--- config.mk ---
export PLATFORM = sky130hd
export DESIGN_NAME = cisp_dev_flat
export DESIGN_NICKNAME = d
export VERILOG_FILES = /design/src/core/cisp_pkg.sv /design/src/core/cisp_if.sv /design/src/core/cisp_swap.sv /design/src/core/cisp_dev.sv /design/src/flat_wrapper.sv
export SDC_FILE = /design/constraint.sdc
export NUM_CORES = 1
export LEC_CHECK = 0
export ABC_AREA = 1
export CORE_UTILIZATION = 53
export CTS_BUF_LIST = sky130_fd_sc_hd__clkbuf_8
export CTS_CLUSTER_DIAMETER = 100
export DETAILED_ROUTE_END_ITERATION = 10
export DONT_BUFFER_PORTS = 1
export GPL_ROUTABILITY_DRIVEN = 0
export PLACE_DENSITY = 0.68
export SETUP_SLACK_MARGIN = 0.02
export SYNTH_ARGS = -nofsm -noshare
export SYNTH_HDL_FRONTEND = slang
export SYNTH_HIERARCHICAL = 1
export SYNTH_SLANG_ARGS = --single-unit
--- constraint.sdc ---
create_clock -name clk -period 10.65 [get_ports clk]
set_input_delay 2.13 -clock clk [delete_from_list [all_inputs] [get_ports clk]]
set_output_delay 2.13 -clock clk [all_outputs]
set_load 0.005 [all_outputs]
--- src/core/cisp_pkg.sv ---
// constants and types shared by both ends of the custom instruction slot port
// assumes a single system clock shared by the processor side and the custom logic
package cisp_pkg;

  localparam int DATA_W           = 32;
  localparam int SEL_MAX_W        = 8;
  localparam int NUM_OPS_DEF      = 7;
  localparam int ITER_STEPS       = 32;
  localparam int FIXED_CYCLES_DEF = 34;
  localparam bit VAR_LEN_DEF      = 1'b1;

  localparam logic [SEL_MAX_W-1:0] OP_BITSWAP  = 8'h00;
  localparam logic [SEL_MAX_W-1:0] OP_BYTESWAP = 8'h01;
  localparam logic [SEL_MAX_W-1:0] OP_HALFSWAP = 8'h02;
  localparam logic [SEL_MAX_W-1:0] OP_ADD      = 8'h03;
  localparam logic [SEL_MAX_W-1:0] OP_SUB      = 8'h04;
  localparam logic [SEL_MAX_W-1:0] OP_MUL      = 8'h05;
  localparam logic [SEL_MAX_W-1:0] OP_DIVU     = 8'h06;

  localparam logic [DATA_W-1:0] RESULT_RST = 32'h0000_0000;

  typedef enum logic [1:0] {CISP_DEV_IDLE, CISP_DEV_MUL, CISP_DEV_DIV} cisp_dev_st_t;
  typedef enum logic [1:0] {CISP_CPU_IDLE, CISP_CPU_COMB, CISP_CPU_MULTI} cisp_cpu_st_t;

endpackage

--- src/core/cisp_if.sv ---
// signal bundle between the processor issue logic and the custom logic block
// assumes clk is the system clock of both ends
`timescale 1ns/1ps
`default_nettype none
interface cisp_if (
  input wire logic clk
);
  logic                          reset;
  logic                          clk_en;
  logic                          start;
  logic                          done;
  logic [cisp_pkg::DATA_W-1:0]   dataa;
  logic [cisp_pkg::DATA_W-1:0]   datab;
  logic [cisp_pkg::SEL_MAX_W-1:0] n;
  logic [cisp_pkg::DATA_W-1:0]   result;
  logic [cisp_pkg::DATA_W-1:0]   comb_result;

  modport dev (
    input  clk, reset, clk_en, start, dataa, datab, n,
    output done, result, comb_result
  );
  modport cpu (
    input  clk, done, result, comb_result,
    output reset, clk_en, start, dataa, datab, n
  );
endinterface
`default_nettype wire

--- src/core/cisp_swap.sv ---
// combinational function unit: swaps and add/sub picked by an operation select
// assumes operands are held stable by the caller for the whole cycle
`timescale 1ns/1ps
`default_nettype none
module cisp_swap #(
  parameter int SEL_W = 3
) (
  input  wire logic [cisp_pkg::DATA_W-1:0] i_a,
  input  wire logic [cisp_pkg::DATA_W-1:0] i_b,
  input  wire logic [SEL_W-1:0]            i_sel,
  output logic      [cisp_pkg::DATA_W-1:0] o_result
);
  function automatic logic [cisp_pkg::DATA_W-1:0] bit_rev(input logic [cisp_pkg::DATA_W-1:0] v);
    logic [cisp_pkg::DATA_W-1:0] r;
    r = '0;
    for (int i = 0; i < cisp_pkg::DATA_W; i++) begin
      r[i] = v[cisp_pkg::DATA_W-1-i];
    end
    return r;
  endfunction

  logic [cisp_pkg::SEL_MAX_W-1:0] sel_full;
  assign sel_full = cisp_pkg::SEL_MAX_W'(i_sel);

  // output multiplexer steered by the select field
  always_comb begin
    unique case (sel_full)
      cisp_pkg::OP_BITSWAP:  o_result = bit_rev(i_a);
      cisp_pkg::OP_BYTESWAP: o_result = {i_a[7:0], i_a[15:8], i_a[23:16], i_a[31:24]};
      cisp_pkg::OP_HALFSWAP: o_result = {i_a[15:0], i_a[31:16]};
      cisp_pkg::OP_ADD:      o_result = i_a + i_b;
      cisp_pkg::OP_SUB:      o_result = i_a - i_b;
      default:               o_result = cisp_pkg::RESULT_RST;
    endcase
  end
endmodule // cisp_swap
`default_nettype wire

--- src/core/cisp_dev.sv ---
// custom logic block end: combinational swap/add path plus multi-cycle mul/div
// assumes the processor end drives the interface and holds operands during an operation
// Functional notes
// - combinational result within one cycle, no controls
// - result always present; operands only if needed
// - single-operand functions use the first operand
// - operands at one edge, result next edge
// - speculative combinational path has no external interface
// - multi-cycle: fixed count or start/done handshake
// - multi-cycle needs clock, qualifier and reset inputs
// - processor raises start, holds operands until done
// - fixed n cycles: result valid by edge n-1
// - variable: result sampled on the done edge
// - system clock, synchronous active-high system reset
// - qualifier low means clock edge is ignored; op_pulse_r is not gated and clears on an unqualified edge
// - unrecognised ports go to external logic
// - 8-bit select chooses among up to 256 functions
// - select width follows from number of operations
// - select presented with start, held until finished
// - select drives the output result multiplexer
`timescale 1ns/1ps
`default_nettype none
module cisp_dev #(
  parameter bit VAR_LEN = cisp_pkg::VAR_LEN_DEF,
  parameter int NUM_OPS = cisp_pkg::NUM_OPS_DEF
) (
  cisp_if.dev              ci,
  output logic             o_ext_busy,
  output logic             o_ext_op_pulse,
  output logic [15:0]      o_ext_op_count
);
  localparam int SEL_W = (NUM_OPS > 1) ? $clog2(NUM_OPS) : 1;
  localparam int DW    = cisp_pkg::DATA_W;
  localparam logic [5:0] LAST_STEP = 6'(cisp_pkg::ITER_STEPS - 1);

  function automatic logic is_iter(input logic [cisp_pkg::SEL_MAX_W-1:0] op);
    return (op == cisp_pkg::OP_MUL) || (op == cisp_pkg::OP_DIVU);
  endfunction

  // one shift-add multiplier step, shared by the datapath and the result load
  function automatic logic [cisp_pkg::DATA_W-1:0] mul_step(
    input logic [cisp_pkg::DATA_W-1:0] acc,
    input logic [cisp_pkg::DATA_W-1:0] mcand,
    input logic                        add_en
  );
    return add_en ? (acc + mcand) : acc;
  endfunction

  // one restoring-division quotient step; dividend bits leave as quotient bits enter
  function automatic logic [cisp_pkg::DATA_W-1:0] quo_step(
    input logic [cisp_pkg::DATA_W-1:0] quo,
    input logic                        q_bit
  );
    return {quo[cisp_pkg::DATA_W-2:0], q_bit};
  endfunction

  cisp_pkg::cisp_dev_st_t state_r;
  logic [SEL_W-1:0]        sel;
  logic [cisp_pkg::SEL_MAX_W-1:0] op_full;
  logic [DW-1:0]           comb_out;
  logic [5:0]              step_r;
  logic [DW-1:0]           acc_r;
  logic [DW-1:0]           mcand_r;
  logic [DW-1:0]           mplier_r;
  logic [DW:0]             rem_r;
  logic [DW-1:0]           quo_r;
  logic [DW-1:0]           divisor_r;
  logic [DW:0]             rem_shift;
  logic                    rem_ge;
  logic                    finish;
  logic [DW-1:0]           result_r;
  logic                    done_r;
  logic                    op_pulse_r;
  logic [15:0]             op_count_r;
  logic                    busy_r;
  logic                    take;

  // only the low select bits that the operation count needs are decoded
  assign sel     = ci.n[SEL_W-1:0];
  assign op_full = cisp_pkg::SEL_MAX_W'(sel);

  // combinational variant: operands straight to result, no controls,
  // no path to external logic since issue may be speculative
  cisp_swap #(
    .SEL_W    (SEL_W)
  ) u_swap (
    .i_a      (ci.dataa),
    .i_b      (ci.datab),
    .i_sel    (sel),
    .o_result (comb_out)
  );
  assign ci.comb_result = comb_out;

  // start is only seen on a qualified edge
  assign take   = ci.clk_en && ci.start && (state_r == cisp_pkg::CISP_DEV_IDLE);
  assign finish = ci.clk_en && (state_r != cisp_pkg::CISP_DEV_IDLE) && (step_r == LAST_STEP);

  // restoring division step
  assign rem_shift = {rem_r[DW-1:0], quo_r[DW-1]};
  assign rem_ge    = rem_shift >= {1'b0, divisor_r};

  // sequencer for the iterative operations
  always_ff @(posedge ci.clk) begin
    if (ci.reset) begin
      state_r <= cisp_pkg::CISP_DEV_IDLE;
      step_r  <= '0;
    end else if (ci.clk_en) begin
      unique case (state_r)
        cisp_pkg::CISP_DEV_IDLE: begin
          step_r <= '0;
          if (ci.start && is_iter(op_full)) begin
            state_r <= (op_full == cisp_pkg::OP_MUL) ? cisp_pkg::CISP_DEV_MUL
                                                      : cisp_pkg::CISP_DEV_DIV;
          end
        end
        cisp_pkg::CISP_DEV_MUL,
        cisp_pkg::CISP_DEV_DIV: begin
          step_r <= step_r + 6'h01;
          if (step_r == LAST_STEP) begin
            state_r <= cisp_pkg::CISP_DEV_IDLE;
          end
        end
      endcase
    end
  end

  // shift-add multiplier datapath
  always_ff @(posedge ci.clk) begin
    if (ci.reset) begin
      acc_r    <= '0;
      mcand_r  <= '0;
      mplier_r <= '0;
    end else if (ci.clk_en) begin
      if (take) begin
        acc_r    <= '0;
        mcand_r  <= ci.dataa;
        mplier_r <= ci.datab;
      end else if (state_r == cisp_pkg::CISP_DEV_MUL) begin
        acc_r    <= mul_step(acc_r, mcand_r, mplier_r[0]);
        mcand_r  <= {mcand_r[DW-2:0], 1'b0};
        mplier_r <= {1'b0, mplier_r[DW-1:1]};
      end
    end
  end

  // unsigned divider datapath, divide by zero gives all ones
  always_ff @(posedge ci.clk) begin
    if (ci.reset) begin
      rem_r     <= '0;
      quo_r     <= '0;
      divisor_r <= '0;
    end else if (ci.clk_en) begin
      if (take) begin
        rem_r     <= '0;
        quo_r     <= ci.dataa;
        divisor_r <= ci.datab;
      end else if (state_r == cisp_pkg::CISP_DEV_DIV) begin
        rem_r <= rem_ge ? (rem_shift - {1'b0, divisor_r}) : rem_shift;
        quo_r <= quo_step(quo_r, rem_ge);
      end
    end
  end

  // multi-cycle result register; operands held by the processor meanwhile
  // the final step is loaded here so result and done rise together
  always_ff @(posedge ci.clk) begin
    if (ci.reset) begin
      result_r <= cisp_pkg::RESULT_RST;
    end else if (ci.clk_en) begin
      if (take && !is_iter(op_full)) begin
        result_r <= comb_out;
      end else if (finish && state_r == cisp_pkg::CISP_DEV_MUL) begin
        result_r <= mul_step(acc_r, mcand_r, mplier_r[0]);
      end else if (finish && state_r == cisp_pkg::CISP_DEV_DIV) begin
        result_r <= quo_step(quo_r, rem_ge);
      end
    end
  end
  assign ci.result = result_r;

  // done: one qualified cycle, aligned with the result it marks
  always_ff @(posedge ci.clk) begin
    if (ci.reset) begin
      done_r <= 1'b0;
    end else if (ci.clk_en) begin
      done_r <= VAR_LEN && ((take && !is_iter(op_full)) || finish);
    end
  end
  assign ci.done = done_r;

  // external interface signals of the multi-cycle part
  always_ff @(posedge ci.clk) begin
    if (ci.reset) begin
      op_pulse_r <= 1'b0;
      op_count_r <= '0;
    end else begin
      op_pulse_r <= take;
      if (take) begin
        op_count_r <= op_count_r + 16'h0001;
      end
    end
  end

  // busy flag for external logic, registered in step with the sequencer
  always_ff @(posedge ci.clk) begin
    if (ci.reset) begin
      busy_r <= 1'b0;
    end else if (ci.clk_en) begin
      if (take && is_iter(op_full)) begin
        busy_r <= 1'b1;
      end else if (finish) begin
        busy_r <= 1'b0;
      end
    end
  end

  assign o_ext_busy     = busy_r;
  assign o_ext_op_pulse = op_pulse_r;
  assign o_ext_op_count = op_count_r;
endmodule // cisp_dev
`default_nettype wire

--- src/flat_wrapper.sv ---
// flat-port wrapper written by rule: the top's interface ports become plain ports
module cisp_dev_flat 
#(
  parameter bit VAR_LEN = cisp_pkg::VAR_LEN_DEF,
  parameter int NUM_OPS = cisp_pkg::NUM_OPS_DEF
)
  (o_ext_busy, o_ext_op_pulse, o_ext_op_count, clk, ci_reset, ci_clk_en, ci_start, ci_dataa, ci_datab, ci_n, ci_done, ci_result, ci_comb_result);
  cisp_if ci_i (.clk(clk));
  output logic o_ext_busy;
  output logic o_ext_op_pulse;
  output logic [15:0] o_ext_op_count;
  input wire logic clk;
  input wire logic [$bits(ci_i.reset)-1:0] ci_reset;
  input wire logic [$bits(ci_i.clk_en)-1:0] ci_clk_en;
  input wire logic [$bits(ci_i.start)-1:0] ci_start;
  input wire logic [$bits(ci_i.dataa)-1:0] ci_dataa;
  input wire logic [$bits(ci_i.datab)-1:0] ci_datab;
  input wire logic [$bits(ci_i.n)-1:0] ci_n;
  output wire logic [$bits(ci_i.done)-1:0] ci_done;
  output wire logic [$bits(ci_i.result)-1:0] ci_result;
  output wire logic [$bits(ci_i.comb_result)-1:0] ci_comb_result;
  assign ci_i.reset = ci_reset;
  assign ci_i.clk_en = ci_clk_en;
  assign ci_i.start = ci_start;
  assign ci_i.dataa = ci_dataa;
  assign ci_i.datab = ci_datab;
  assign ci_i.n = ci_n;
  assign ci_done = ci_i.done;
  assign ci_result = ci_i.result;
  assign ci_comb_result = ci_i.comb_result;
  cisp_dev #(.VAR_LEN(VAR_LEN), .NUM_OPS(NUM_OPS)) u_core (.ci(ci_i), .o_ext_busy(o_ext_busy), .o_ext_op_pulse(o_ext_op_pulse), .o_ext_op_count(o_ext_op_count));
endmodule
# After elaboration in Yosys (flattened, before gate mapping)
# Cells that the tools add are included.
[totals]
input_bits = 76
output_inout_bits = 83
word_cells = 80
regBits = 251
[classes]
magnitude_cmp = 1
n_reduce_logical = 26
mux = 23
n_eq_ne = 11
add_sub_neg = 6
[ops]
columns = ["operator", "n"]
rows = [
  ["2-to-1 mux 32 bit", 15],
  ["case mux 32 bit (5 select lines)", 1],
  ["adder 32 bit", 2],
  ["subtractor 32 bit", 2],
  ["greater-or-equal comparator 33 x 32 -> 1 bit", 1],
  ["adder 16 x 1 -> 16 bit, second input constant", 1],
  ["case mux 6 bit (2 select lines)", 1],
  ["AND reduction 2 bit", 5],
  ["equality test 3 bit, second input constant", 3],
  ["logical AND 1 bit", 9],
  ["logical NOT 8 bit", 1],
  ["nonzero test 2 bit", 4],
  ["adder 6 x 1 -> 6 bit, second input constant", 1],
  ["equality test 3 x 2 -> 1 bit, second input constant", 2],
  ["equality test 6 x 5 -> 1 bit, second input constant", 1],
  ["2-to-1 mux 2 bit", 3],
  ["case mux 2 bit (2 select lines)", 1],
  ["equality test 3 x 1 -> 1 bit, second input constant", 1],
  ["AND reduction 3 bit", 1],
  ["nonzero test 3 bit", 1],
  ["equality test 2 x 1 -> 1 bit, second input constant", 1],
  ["equality test 2 bit, second input constant", 1],
  ["logical NOT 2 bit", 1],
  ["logical OR 1 bit", 2],
  ["5 further kinds", 6],
]

# Depth between registers and ports, before layout
[logic_depth]
depth_word = 7
ltp_mapped = 26
ltp_nobuf = 26

# By module
# The synthesis kept the hierarchy.
[modules_own_cells]
columns = ["mod", "cells_each", "instances", "area_per_inst_um2", "seq_area_each_um2"]
rows = [
  ["cisp_dev", 2404, 1, 15337.2, 5024.8],
  ["cisp_swap", 841, 1, 4187.8, 0.0],
]

# Worst setup path before layout
# Ideal clock, no wire load.
[synth_path]
path_type = "input -> output"
start = "input port ci_datab[1]"
end = "output port ci_comb_result[27]"
n_path_buf = 0
path_slack_ns = 4.272
required_time_ns = 8.520
t_arrival_ns = 4.248
path_stages = 19
cell_sequence = "inv_1 > ha_1 > nand3_2 > nor2_2 > nand2_2 > nor2_4 > nand2_2 > nand2_1 > xor2_1 > ha_1 > a21oi_1 > nand2_1 > a21oi_1 > nor2_1 > nor2_1 > nand2_1 > nand2_1 > nand3_1 > nand2_1"
[synth_between]
elab_chain_cells = 2
elab_cells_between_ends = 3
cone_classes = "add/sub (2); mux (1)"
[synth_rtl]
columns = ["element", "line", "text"]
rows = [
  ["start: declaration", "flat_wrapper.sv:17", "input wire logic [$bits(ci_i.datab)-1:0] ci_datab;"],
  ["subtractor 32 bit or adder 32 bit (tied branches)", "cisp_swap.sv:32, cisp_swap.sv:31", ""],
  ["case mux 32 bit (5 select lines) (*)", "cisp_swap.sv:27", "unique case (sel_full)"],
  ["end: declaration", "flat_wrapper.sv:21", "output wire logic [$bits(ci_i.comb_result)-1:0] ci_comb_result;"],
]
# Mark *: on every way between the ends. The rest lies on a longest branch, timed or not.

# Worst setup path in the final report
[layout_path]
start = "input port ci_datab[1]"
end = "output port ci_comb_result[17]"
# The elaborated chain is that of the path after synthesis.

==> metrics.md <==
| Metric | Value |
|---|---|
| Clock Sinks | `251` |
| Commonest cells after routing, fill and taps aside | `nand2_1 (1072), inv_1 (450), a21oi_1 (284), dfxtp_1 (251), nor2_1 (199)` |
| DR iter-0 viols | `2641` |
| Ys Warns | `6` |
| Number of max-cap violations | `0` |
| Post-route cell area | `0.0207 mm²` |
| Root Driver | `clkbuf_8` |
| Reg clk slew, reported paths | `roughly 60 ps` |
| Endpoints failing setup | `0` |
| Max Fclk | `137 MHz` |
| Number of top-level pins | `159` |
| Yosys reg bits | `between 200 and 300` |
| Synth area leader | `dfxtp_1` |
| Post-Syn Nets | `between 3000 and 4000` |
| Part of the cycle the worst path needs | `between 60% and 70%` |
| Critical path required time | `8520 ps` |
| Post-CTS Setup Inserts | `0` |
| Die H | `194 µm` |
| Startpoint Class | `primary input` |
| DR vias/cell | `5.73` |
| Core area | `0.0359 mm²` |
| Post-CTS sizing | `0` |
| Pin count of the biggest net entering global routing | `122` |
| Syn Area/Cell | `6.02 µm²` |
| Starting Density | `between 50% and 60%` |
| Top cells by area, synth | `dfxtp_1 (26%), nand2_1 (21%), inv_1 (8.5%)` |
| H-Tree Depth | `2` |
| Gr ovfl total | `0` |
| Total power divided by cell area | `149 mW/mm²` |
| Final wirelength | `about 67000 µm` |
| RSZ-0062 raised after global routing | `false` |
| Rows | `69` |
| CTS Buf Count | `44` |
| Final antenna-violating net count | `0` |
| Relative slew slack | `41.5%` |
| R2R setup slack | `6620 ps` |
| Placed cell area | `0.0197 mm²` |
| Worst vdd ir | `126 µV` |
| Fillers | `around 3600` |
| Area Growth Syn to Fin | `5.98%` |
| GRT Total Usage | `34.8%` |
| DRC errors left | `0` |
| Hold Fails Final Rpt | `0` |
| WL/cell | `between 15 and 20 µm` |
| Synth Flop Type | `dfxtp_1` |
| Synth cell types | `56` |
| FF-to-FF path depth | `14` |
| Worst Hold Path Cells | `2` |
| Total number of vias | `about 21000` |
| Min cycle time layout | `7290 ps` |
| Chip width | `between 150 and 200 µm` |
| Crit. End Element | `primary output` |
| Post-synth top area share | `25.7%` |
| Nets@finish | `3369` |
| Die ar. | `0.0376 mm²` |
| Non-Filler Instances | `around 3700` |
| Worst-margin pin slew | `869 ps` |
| Worst Skew | `45.3 ps` |
| Setup TNS | `0 ps` |
| Status | `complete, no violations` |
| Post-Syn Instances | `3245` |
| WP data arrival | `5160 ps` |
| Vias in the first global route | `between 15000 and 20000` |
| Most common cell after layout, fill and taps aside | `nand2_1` |
| Clock buffer depth | `3` |
| Worst Hold Launch | `u_core/divisor_r[28]` |
| Asr flop ratio synth | `0%` |
| Leakage | `10.4 nW` |
| Crit Reg-Reg Startpoint | `u_core/state_r[0]` |
| Placed cell count | `roughly 3600` |
| Hold EP | `u_core/divisor_r[28]` |
| Hold-fix buffers, CTS | `0` |
| Number of I/O port buffers | `0` |
| Sequential share of the synthesized area | `25.7%` |
| Clock latency at the later pin of the worst-skew pair | `~620 ps` |
| Synth Cell Area | `roughly 0.02 mm²` |
| Hold Path Class | `reg2reg` |
| RR Endpoint | `u_core/mplier_r[27]` |
| Initial antenna violation count | `3` |
| Layout cells sized above 1 | `5.87%` |
| Critical path fanouts, max | `5` |
| Kind of critical path | `in2out` |
| CTS tree | `yes` |
| HPWL after DPL | `between 50000 and 60000 µm` |
| Drt pass-1 iters | `8` |
| First-pass GRT wire length | `104000 µm` |
| Fin. max-slew vios | `0` |
| Number of synthesized flops with an enable pin | `0` |
[cells by family after synthesis]
logic type | synth area share [%]
AOI/OAI and AO/OA | 16.6
xor gates and xnor gates | 2.83
adders and majority gates | 6.72
buffers and inverters | 11.4
DFF | 25.7
muxes | 0.410
and+or+nand+nor | 36.3
[worst max-delay path, cell delays in order]
cell     delay [ps]
inv_1           100
ha_1            290
nand3_2         140
nor2_2          160
nand2_2         110
o31ai_2         220
xor2_1          130
ha_1            410
nand2_1         140
inv_2            70
nand2_1          80
nor2_1          220
nand4_1         120
nand3_1         150
o21ai_0         110
o21ai_1         560
[metrics by stage]
step	hold slack, ps	utilization [%]	worst slack [ps]	total power [mW]
6_report	464	57.6	3360	3.09
5_1_grt	474	57.6	3220	3.27
4_1_cts	458	57.6	3520	3.08
3_5_place_dp	449	54.9	3530	2.10
3_3_place_gp	441	54.9	3590	2.08
2_1_floorplan	438	-	4270	1.85
[state kept, by name (all words and copies together) (netlist names)]
| signal | cells |
|---|---|
| u_core/mplier_r | 32 |
| u_core/mcand_r | 32 |
| u_core/divisor_r | 32 |
| u_core/quo_r | 32 |
| u_core/ci.done | 1 |
| u_core/o_ext_op_pulse | 1 |
| u_core/acc_r | 32 |
| u_core/ci.result | 32 |
| u_core/o_ext_busy | 1 |
| u_core/step_r | 6 |
| u_core/rem_r | 32 |
| u_core/o_ext_op_count | 16 |
| u_core/state_r | 2 |
[area by class of cell]
class	instances	area (µm²)	share of cell area, %
multi-input cells	2419	12300	59.3
flip-flops and latches	251	5020	24.3
inverters	455	1710	8.27
clock buffers	55	757	3.66
well taps	461	577	2.79
clock inverters	23	196	0.949
repair buffers	19	143	0.689
diodes	2	5.00	0.0242
[how the worst max path moves through the flow]
stage | start | to | slack (ps) | cells past startpoint
finish | ci_datab[1] | ci_comb_result[17] | 3360 | 16
CTS | ci_datab[1] | ci_comb_result[17] | 3520 | 16
floorplan | ci_datab[1] | ci_comb_result[27] | 4270 | 19
detailed placement | ci_datab[1] | ci_comb_result[17] | 3530 | 16
global placement | ci_datab[1] | ci_comb_result[17] | 3590 | 17
global route | ci_datab[1] | ci_comb_result[17] | 3220 | 16
[where the power goes]
group          switching, mW  internal [mW]
clock                  0.429          0.543
combinational          0.715          0.333
sequential            0.0536           1.01
total                   1.20           1.89
[layer usage]
layer / up-vias / share of wire [%] / GRT usage [%]
met2: 977 / 42 / 52.5
met4: 0 / 5.0 / 17.2
met5: - / 0 / 0
met3: 179 / 10 / 7.43
li1: 10300 / - / -
met1: 9635 / 43 / 47.0
[cells in the mapped netlist (5+ instances only)]
cell type and instances:
a21oi_1 285, nor2_2 11, a21o_1 7, inv_2 13, o21ai_0 165, nand3_1 195, nand4_1 21, o21ai_1 5
buf_2 27, nand3b_1 46, nand2_1 1072, ha_1 100, xor2_1 38, nand3_2 6, inv_1 440, buf_1 14
nand2_2 12, dfxtp_1 251, nor2_1 200, o21a_1 8, a221oi_1 12, xnor2_1 25, or2_2 40, nor3_1 24
clkbuf_1 74, o221ai_1 18, a31oi_1 27, o22ai_1 20, mux2i_1 8, o21bai_1 6, o211ai_1 20
Note: power is estimated with default switching activity, not from simulation.
